===== config.mk =====
export PLATFORM = sky130hd
export DESIGN_NAME = viu_top
export DESIGN_NICKNAME = d
export VERILOG_FILES = /design/src/viu_pkg.sv /design/src/viu_edge_det.sv /design/src/viu_prio.sv /design/src/viu_top.sv
export SDC_FILE = /design/constraint.sdc
export NUM_CORES = 1
export LEC_CHECK = 0
export ABC_AREA = 1
export BUFFER_PORTS_ARGS = -buffer_cell sky130_fd_sc_hd__buf_4
export CORE_UTILIZATION = 42
export DETAILED_ROUTE_END_ITERATION = 12
export MAX_ROUTING_LAYER = met4
export PLACE_DENSITY = 0.75
export SLEW_MARGIN = 20
export SYNTH_ARGS = -nofsm -noshare
export SYNTH_HDL_FRONTEND = slang
export SYNTH_HIERARCHICAL = 1
export SYNTH_SLANG_ARGS = --single-unit

===== constraint.sdc =====
create_clock -name clk_in -period 1.85 [get_ports clk_in]
set_input_delay 0.0925 -clock clk_in [delete_from_list [all_inputs] [get_ports clk_in]]
set_output_delay 0.0925 -clock clk_in [all_outputs]
set_load 0.03 [all_outputs]

===== src/viu_pkg.sv =====
package viu_pkg;

  // ****************************************
  // source slots
  // ****************************************
  localparam int NUM_MASKABLE = 9;
  localparam int NUM_CAND     = 10;
  localparam int SRC_EXT_A    = 0;
  localparam int SRC_EXT_B    = 1;
  localparam int SRC_COUNTER  = 2;
  localparam int SRC_TIMER1   = 3;
  localparam int SRC_TIMER2   = 4;
  localparam int SRC_TIMER3   = 5;
  localparam int SRC_TIMER4   = 6;
  localparam int SRC_SERIAL   = 7;
  localparam int SRC_ADC      = 8;
  localparam int SRC_BREAK    = 9;

  // ****************************************
  // edge polarity register fields
  // ****************************************
  localparam int POL_EXT_A    = 0;
  localparam int POL_EXT_B    = 1;
  localparam int POL_CNT_A    = 2;
  localparam int POL_CNT_B    = 3;
  localparam int POL_CNT_SEL  = 4;
  localparam int POL_KEY_WAKE = 5;

  // ****************************************
  // reset values
  // ****************************************
  localparam logic [7:0] POL_RESET = 8'h00;
  localparam logic [7:0] REQ_RESET = 8'h00;
  localparam logic [7:0] EN_RESET  = 8'h00;
  localparam logic [7:0] WAKE_IDLE = 8'hFF;

  // ****************************************
  // vector table and priorities
  // ****************************************
  localparam logic [15:0] VEC_RESET  = 16'hFFFE;
  localparam logic [3:0]  PRIO_RESET = 4'h1;
  localparam logic [3:0]  PRIO_FIRST = 4'h2;

  typedef struct packed {
    logic        valid;
    logic [3:0]  prio;
    logic [15:0] vector;
  } viu_take_t;

  typedef struct packed {
    logic timer1;
    logic timer2;
    logic timer3;
    logic timer4;
    logic serial;
    logic adc_done;
  } viu_int_src_t;

  typedef struct packed {
    logic       we;
    logic [7:0] data;
  } viu_wr_t;

endpackage : viu_pkg


===== src/viu_edge_det.sv =====
`timescale 1ns/1ps
`default_nettype none
module viu_edge_det
  import viu_pkg::*;
(
  input  wire logic clk_in,
  input  wire logic rst_in,
  input  wire logic pin_in,
  input  wire logic rising_in,
  output logic      event_out
);

  logic s1_q, s1_d;
  logic s2_q, s2_d;
  logic s3_q, s3_d;

  // s1 only feeds s2; edges are judged on s2 against s3
  always_comb
  begin
    s1_d = pin_in;
    s2_d = s1_q;
    s3_d = s2_q;
    event_out = rising_in ? (s2_q & ~s3_q) : (~s2_q & s3_q);
  end

  // ****************************************
  // pins idle high so reset to one
  // ****************************************
  always_ff @(posedge clk_in)
  begin
    if (rst_in)
    begin
      s1_q <= 1'b1;
      s2_q <= 1'b1;
      s3_q <= 1'b1;
    end
    else
    begin
      s1_q <= s1_d;
      s2_q <= s2_d;
      s3_q <= s3_d;
    end
  end

endmodule : viu_edge_det
`default_nettype wire


===== src/viu_prio.sv =====
`timescale 1ns/1ps
`default_nettype none
module viu_prio
  import viu_pkg::*;
(
  input  wire logic [NUM_CAND-1:0] cand_in,
  output logic                     found_out,
  output logic [3:0]               index_out
);

  // lowest index wins: scan from the bottom of the order upward
  always_comb
  begin
    found_out = 1'b0;
    index_out = 4'h0;
    for (int i = NUM_CAND - 1; i >= 0; i--)
    begin
      if (cand_in[i])
      begin
        found_out = 1'b1;
        index_out = 4'(i);
      end
    end
  end

endmodule : viu_prio
`default_nettype wire


===== src/viu_top.sv =====
// Operation
// - ten sources: three pin, six internal, one software break
// - accepting pushes registers, sets disable flag, branches to the source vector
// - the accepted source's request bit clears in hardware
// - reset and software break are never masked
// - disable flag set blocks every maskable source
// - each source but break has request and enable bits, two registers each
// - polarity bit 0 means falling edge, 1 means rising edge
// - power-down with bit 5 set: low on any wake port pin raises request
// - power-down with bit 5 clear: second pin drives that slot
// - running with bit 5 set: that slot raises no request at all
// - counter interrupt is edge programmable; bit 4 picks counter pin
// - maskable taken only with enable 1, request 1, disable flag 0
// - software may clear request bits only; enable bits set and clear
// - reset is highest priority, vector at the top of memory
// - fixed order reset, pins, counter, timers, serial, converter, break
// - first pin is priority two, vector just below reset
// - second pin or key wake is priority three, third vector pair
// - converter done is priority ten, vector above the break vector
// - bits 2 and 3 choose each counter pin plain or inverted
`timescale 1ns/1ps
`default_nettype none
module viu_top
  import viu_pkg::*;
(
  input  wire logic                  clk_in,
  input  wire logic                  rst_in,
  input  wire logic                  ext_irq_a_in,
  input  wire logic                  ext_irq_b_in,
  input  wire logic                  counter_pin_a_in,
  input  wire logic                  counter_pin_b_in,
  input  wire logic [7:0]            wake_port_in,
  input  wire viu_pkg::viu_int_src_t int_src_in,
  input  wire logic                  software_break_in,
  input  wire logic                  stop_instruction_in,
  input  wire logic                  wait_instruction_in,
  input  wire logic                  core_ready_in,
  input  wire logic                  disable_flag_in,
  input  wire viu_pkg::viu_wr_t      pol_wr_in,
  input  wire viu_pkg::viu_wr_t      req1_wr_in,
  input  wire viu_pkg::viu_wr_t      req2_wr_in,
  input  wire viu_pkg::viu_wr_t      en1_wr_in,
  input  wire viu_pkg::viu_wr_t      en2_wr_in,
  output viu_pkg::viu_take_t         take_out,
  output logic                       push_regs_out,
  output logic                       set_disable_out,
  output logic                       power_down_out,
  output logic [7:0]                 pol_out,
  output logic [7:0]                 req1_out,
  output logic [7:0]                 req2_out,
  output logic [7:0]                 en1_out,
  output logic [7:0]                 en2_out
);

  import viu_pkg::*;

  // ****************************************
  // declarations
  // ****************************************
  typedef enum logic [2:0] {
    ST_BOOT = 3'b001,
    ST_RUN  = 3'b010,
    ST_HOLD = 3'b100
  } viu_state_t;

  viu_state_t               state_q, state_d;
  logic [7:0]               wake_s1_q, wake_s1_d;
  logic [7:0]               wake_s2_q, wake_s2_d;
  logic [3:0]               pin_raw;
  logic [3:0]               pin_rise;
  logic [3:0]               pin_event;
  logic [NUM_MASKABLE-1:0]  src_event;
  logic [NUM_MASKABLE-1:0]  req_q, req_d;
  logic [NUM_MASKABLE-1:0]  en_q, en_d;
  logic [NUM_MASKABLE-1:0]  sw_keep;
  logic [NUM_MASKABLE-1:0]  take_clr;
  logic [7:0]               pol_q, pol_d;
  logic                     brk_q, brk_d;
  logic                     pd_q, pd_d;
  logic                     key_low;
  logic                     counter_event;
  logic [NUM_CAND-1:0]      cand;
  logic                     found;
  logic [3:0]               found_idx;
  logic [3:0]               prio_m1;
  logic                     take_now;
  viu_take_t                take_q, take_d;

  // ****************************************
  // wake port synchroniser
  // ****************************************
  always_comb
  begin
    wake_s1_d = wake_port_in;
    wake_s2_d = wake_s1_q;
  end

  always_ff @(posedge clk_in)
  begin
    if (rst_in)
    begin
      wake_s1_q <= WAKE_IDLE;
      wake_s2_q <= WAKE_IDLE;
    end
    else
    begin
      wake_s1_q <= wake_s1_d;
      wake_s2_q <= wake_s2_d;
    end
  end

  // ****************************************
  // pin edge detection
  // ****************************************
  // counter pins use bits 2 and 3 as plain or inverted, so a 1 there
  // picks the rising edge of the pin itself, the same sense as the
  // external pins' polarity bits
  always_comb
  begin
    pin_raw  = {counter_pin_b_in, counter_pin_a_in, ext_irq_b_in, ext_irq_a_in};
    pin_rise = {pol_q[POL_CNT_B], pol_q[POL_CNT_A], pol_q[POL_EXT_B], pol_q[POL_EXT_A]};
  end

  genvar gi;
  generate
    for (gi = 0; gi < 4; gi++)
    begin : g_pin
      viu_edge_det u_edge (
        .clk_in    (clk_in),
        .rst_in    (rst_in),
        .pin_in    (pin_raw[gi]),
        .rising_in (pin_rise[gi]),
        .event_out (pin_event[gi])
      );
    end
  endgenerate

  // ****************************************
  // source events
  // ****************************************
  always_comb
  begin
    key_low       = ~(&wake_s2_q);
    counter_event = pol_q[POL_CNT_SEL] ? pin_event[3] : pin_event[2];
    src_event     = '0;
    src_event[SRC_EXT_A] = pin_event[0];
    if (pol_q[POL_KEY_WAKE])
    begin
      // key wake is a level: held keys keep requesting while powered down
      src_event[SRC_EXT_B] = pd_q & key_low;
    end
    else
    begin
      src_event[SRC_EXT_B] = pin_event[1];
    end
    src_event[SRC_COUNTER] = counter_event;
    src_event[SRC_TIMER1]  = int_src_in.timer1;
    src_event[SRC_TIMER2]  = int_src_in.timer2;
    src_event[SRC_TIMER3]  = int_src_in.timer3;
    src_event[SRC_TIMER4]  = int_src_in.timer4;
    src_event[SRC_SERIAL]  = int_src_in.serial;
    src_event[SRC_ADC]     = int_src_in.adc_done;
  end

  // ****************************************
  // power-down state
  // ****************************************
  // any enabled request ends power-down, regardless of the disable flag,
  // so the core wakes even if it then cannot take the interrupt
  always_comb
  begin
    pd_d = pd_q;
    if (|(req_q & en_q))
    begin
      pd_d = 1'b0;
    end
    else if (stop_instruction_in | wait_instruction_in)
    begin
      pd_d = 1'b1;
    end
  end

  always_ff @(posedge clk_in)
  begin
    if (rst_in)
    begin
      pd_q <= 1'b0;
    end
    else
    begin
      pd_q <= pd_d;
    end
  end

  // ****************************************
  // polarity, enable and request registers
  // ****************************************
  always_comb
  begin
    pol_d = pol_q;
    en_d  = en_q;
    if (pol_wr_in.we)
    begin
      pol_d = pol_wr_in.data;
    end
    if (en1_wr_in.we)
    begin
      en_d[7:0] = en1_wr_in.data;
    end
    if (en2_wr_in.we)
    begin
      en_d[NUM_MASKABLE-1:8] = en2_wr_in.data[NUM_MASKABLE-9:0];
    end
  end

  always_comb
  begin
    sw_keep = '1;
    if (req1_wr_in.we)
    begin
      sw_keep[7:0] = req1_wr_in.data;
    end
    if (req2_wr_in.we)
    begin
      sw_keep[NUM_MASKABLE-1:8] = req2_wr_in.data[NUM_MASKABLE-9:0];
    end
    take_clr = '0;
    if (take_now && found_idx != 4'(SRC_BREAK))
    begin
      take_clr[found_idx] = 1'b1;
    end
    // a new event in the cycle of a clear keeps its bit set
    req_d = (req_q & sw_keep & ~take_clr) | src_event;
    brk_d = software_break_in | (brk_q & ~(take_now && found_idx == 4'(SRC_BREAK)));
  end

  always_ff @(posedge clk_in)
  begin
    if (rst_in)
    begin
      pol_q <= POL_RESET;
      en_q  <= {EN_RESET[0], EN_RESET};
      req_q <= {REQ_RESET[0], REQ_RESET};
      brk_q <= 1'b0;
    end
    else
    begin
      pol_q <= pol_d;
      en_q  <= en_d;
      req_q <= req_d;
      brk_q <= brk_d;
    end
  end

  // ****************************************
  // acceptance and priority
  // ****************************************
  always_comb
  begin
    cand = '0;
    cand[NUM_MASKABLE-1:0] = (req_q & en_q) & {NUM_MASKABLE{~disable_flag_in}};
    cand[SRC_BREAK] = brk_q;
  end

  viu_prio u_prio (
    .cand_in   (cand),
    .found_out (found),
    .index_out (found_idx)
  );

  always_comb
  begin
    state_d  = state_q;
    take_now = 1'b0;
    prio_m1  = 4'(found_idx + 4'h1);
    take_d   = '0;
    case (state_q)
      ST_BOOT:
      begin
        if (core_ready_in)
        begin
          take_d.valid  = 1'b1;
          take_d.prio   = PRIO_RESET;
          take_d.vector = VEC_RESET;
          state_d       = ST_HOLD;
        end
      end
      ST_RUN:
      begin
        if (core_ready_in && found)
        begin
          take_now      = 1'b1;
          take_d.valid  = 1'b1;
          take_d.prio   = 4'(found_idx + PRIO_FIRST);
          take_d.vector = VEC_RESET - {11'h000, prio_m1, 1'b0};
          state_d       = ST_HOLD;
        end
      end
      ST_HOLD:
      begin
        // one idle cycle lets the core's disable flag catch up
        state_d = ST_RUN;
      end
      default:
      begin
        state_d = ST_BOOT;
      end
    endcase
  end

  always_ff @(posedge clk_in)
  begin
    if (rst_in)
    begin
      state_q <= ST_BOOT;
      take_q  <= '0;
    end
    else
    begin
      state_q <= state_d;
      take_q  <= take_d;
    end
  end

  // ****************************************
  // outputs
  // ****************************************
  always_comb
  begin
    take_out        = take_q;
    push_regs_out   = take_q.valid;
    set_disable_out = take_q.valid;
    power_down_out  = pd_q;
    pol_out         = pol_q;
    req1_out        = req_q[7:0];
    req2_out        = {7'h00, req_q[NUM_MASKABLE-1:8]};
    en1_out         = en_q[7:0];
    en2_out         = {7'h00, en_q[NUM_MASKABLE-1:8]};
  end

endmodule : viu_top
`default_nettype wire

==> results.ini <==
[outcome]
status = finished, violations left
violations = negative setup slack

[synthesis]
ys.flop_type = dfxtp_1
synthAdderAreaFrac = 0.0211
synth_simple_gate_area_frac = 0.273
synth_compound_area_frac = 0.0954
yosysSeqAreaShare = 0.452
synth_warnings = 6
synth_seq_cells = 67
synth_top_family_by_area = simple AND/OR/NAND/NOR gates
synthCells = 379
synth_mux_area_frac = 0.00338
synth.distinct_cells = 33
synth_edf_count = 0
syn_area_um2 = 2970
syn_area_per_cell_um2 = 7.82
synthArstFlopShare = 0
synth-xor-area-share = 0.00886

[sta]
setup_ws_ps = -49.6
period_share = 1.03
final-setup-viol-count = 8
fin_skew_ps = 4.08
fin_crit_ps = 1900
rsz0062_at_grt = yes
timing.fmax_mhz = 526
report.final.hold_viol_count = 0
whs_ps = 9.88
maxSlewViolCount = 0

[clocking]
cts.sinks = 67
clk_pin_slew_worst_paths_ps = 70
cts_buffer_depth = 2
cts-root-buf = clkbuf_8
cts_max_level = 3
cts_buffers = 9
clk_latency_ps = 330
cts_tree = yes

[setup_path]
start_kind = register
worstPathMaxFanout = 4
worstPathArrival_ps = 2120
path_class = reg -> reg
slowest_stage = dfxtp_4
crit_path_end_kind = register
crit_chain = nand2_4, nor2_4, nor2_2, nor3_2, nor3_2, nor3_2, buf_4, ha_4, inv_2, nor2_1, nand3_1, nand2_1, a21oi_2
crit_required_ps = 2070
rr_endpoint = req_q[2]
ff2ff_setup_slack_ps = -50
r2r-start = req_q[6]
critPathMaxStageDelay_ps = 370
cp_common_cell = nor3_2
worst_r2r_path_depth = 13

[grt]
grt_max_degree = 23
grt_overflow = 0
grt_pass1_vias = 2681
grtUsageTotal = 0.202
grt_antenna_before_repair = 0
grt_pass1_wl_um = 11300

[drt]
wirelength_um = 7120
wl_met1_um = 2980
detail_route.wl_per_cell_um = 11.2
antenna_left = 0
top_layer_used = met4
routed_via_density = 4.49
initialDrtViolationCount = 106
drtPass1Iterations = 4
wl_met2_um = 3790
drc = 0
vias = 2848
dr_wl_met3_um = 258

[die]
core-area_um2 = 6790
row_count = 30
pin_count = 134
die_y_um = 86.0
die_w_um = 86.0
dieArea_um2 = 7400
initial_core_util = 0.436

[power_and_ir_drop]
switching_share = 0.306
power_switching_mw = 1.07
intPower_mw = 2.42
power_frac_seq = 0.454
leakage_nw = 2.24
pwr-share-comb = 0.245
p_per_area_nw_per_um2 = 760
irDropWorstVdd_uv = 489
power_frac_clock = 0.301

[placement]
hpwlAfterDp_um = 4850
place_ws_ps = -52.3
placed_cells = 579
place.gp.congestion = 0.827
port_buffers = 104

[hold_path]
hold_path_end = power_down_out
hold_start = wait_instruction_in
hp-class = in -> reg
hold_depth = 3

[layout]
drive_above_1_share = 0.416
multiInputGateArea_um2 = 1410
antennaDiodeCount = 0
syn_to_final_growth_pct = 54.5
fillers = 552
final_cell_count_no_fill = 635
register_area_um2 = 1360
nNetsFinal = 610

[job]
maxCapViolations = 0

-- state kept, by name (all words and copies together), names as in the netlist --
name and count:
g_pin.u_edge/s3_q 4, req_q 9, state_q 3, en_q 9, pol_out 8, wake_s2_q 8, power_down_out 1, wake_s1_q 8
take_out 8, g_pin.u_edge/s1_q 4, brk_q 1, g_pin.u_edge/s2_q 4
-- Yosys cell counts (4+ instances only) --
| cell type | n | area [um2] |
|---|---|---|
| nand3_1 | 22 | 110 |
| nor3_1 | 5 | 25.0 |
| nand2_2 | 4 | 25.0 |
| ha_1 | 5 | 62.6 |
| a21oi_2 | 5 | 43.8 |
| o21ai_0 | 17 | 85.1 |
| inv_2 | 5 | 18.8 |
| or2_2 | 16 | 100 |
| buf_4 | 30 | 225 |
| dfxtp_1 | 67 | 1340 |
| or2_1 | 12 | 75.1 |
| o21a_1 | 6 | 45.0 |
| nor2_1 | 60 | 225 |
| inv_1 | 44 | 165 |
| a21oi_1 | 13 | 65.1 |
| nand2_1 | 42 | 158 |
-- cells by family after synthesis --
kind of cell / after synthesis
flops: 67
simple gates: 170
buf+inv: 84
other cells: 1
xor+xnor: 3
mux: 1
fa+ha+maj: 5
compound gates: 48
-- worst max-delay path: cells and delay by family, from the launching register on --
kind,cells,cell delay (ps)
AND/OR/NAND/NOR,9,1020
flip-flops,1,370
AO/OA/AOI/OAI,1,50
adder cells (fa/ha/maj),1,130
buffers and inverters,2,240
-- power by group through the flow --
stage / sequential [mW] / combinational (mW) / clock (mW)
final: 1.58 / 0.854 / 1.05
after global routing: 1.59 / 0.919 / 1.14
after CTS: 1.58 / 0.792 / 1.07
after detailed placement: 1.61 / 0.719 / 0
after global placement: 1.61 / 0.708 / 0
after floorplan: 1.70 / 0.382 / 0
-- timing repair --
action                                 4_1_cts  5_1_grt
setup endpoints to repair                    8       15
setup buffers                                2        4
cloned                                       0        0
hold buffers                                34        1
pin swaps                                    1       25
endpoints found under the hold margin       33        1
gates resized for setup                      5       41
-- layer usage --
layer / track usage / vias to the layer above
li1: - / 1450
met1: 0.204 / 1310
met2: 0.381 / 79
met3: 0.0356 / 9
met4: 0.0864 / 0
met5: - / -
-- placed cells by master, fill, tap and decap left out, types with 2 or more instances in the layout --
master,Yosys,routed
o21a_1,6,6
nor2_1,60,51
nand3_4,1,2
nor2_4,0,2
nand2_2,4,8
a21oi_2,5,8
a21oi_1,13,9
xor2_1,2,2
nand3_1,22,20
inv_4,0,2
buf_4,30,130
clkbuf_8,0,10
ha_4,0,4
nand3_2,1,2
nand2_4,1,2
clkinv_2,0,3
dfxtp_1,67,59
nor2_2,2,9
conb_1,1,15
or2_1,12,12
inv_2,5,9
nand2_1,42,37
dfxtp_2,0,4
o21ai_1,3,3
inv_1,44,39
nand4_1,3,3
dlygate4sd3_1,0,35
dfxtp_4,0,4
nor3_2,0,4
o21ai_0,17,17
or2_2,16,16
-- worst max path at each step --
stage	depth (start not counted)	end	from	slack [ps]
floorplan	18	req_q[4]	en_q[8]	2
global placement	18	req_q[8]	req_q[8]	-20
detailed placement	16	req_q[3]	req_q[8]	-50
CTS	13	req_q[2]	req_q[6]	-10
global route	18	req_q[8]	en_q[8]	-170
finish	13	req_q[2]	req_q[6]	-50
-- through the flow --
step / TNS (ps) / total power [mW] / cell area [um2] / util
2_1_floorplan: 0 / 2.08 / 3040 / -
3_3_place_gp: -51.0 / 2.32 / 3850 / 0.567
3_5_place_dp: -283 / 2.33 / 3850 / 0.567
4_1_cts: -20.4 / 3.44 / 4400 / 0.648
5_1_grt: -1610 / 3.65 / 4580 / 0.674
6_report: -239 / 3.48 / 4580 / 0.674
-- layout make-up --
type | instances | area share
well taps | 96 | 0.0262
inverters | 49 | 0.0407
clock inverters | 5 | 0.00628
clock buffers | 10 | 0.0300
multi-input cells | 242 | 0.308
flip-flops and latches | 67 | 0.297
repair buffers | 166 | 0.292
Power figures use the tool's default switching activity.
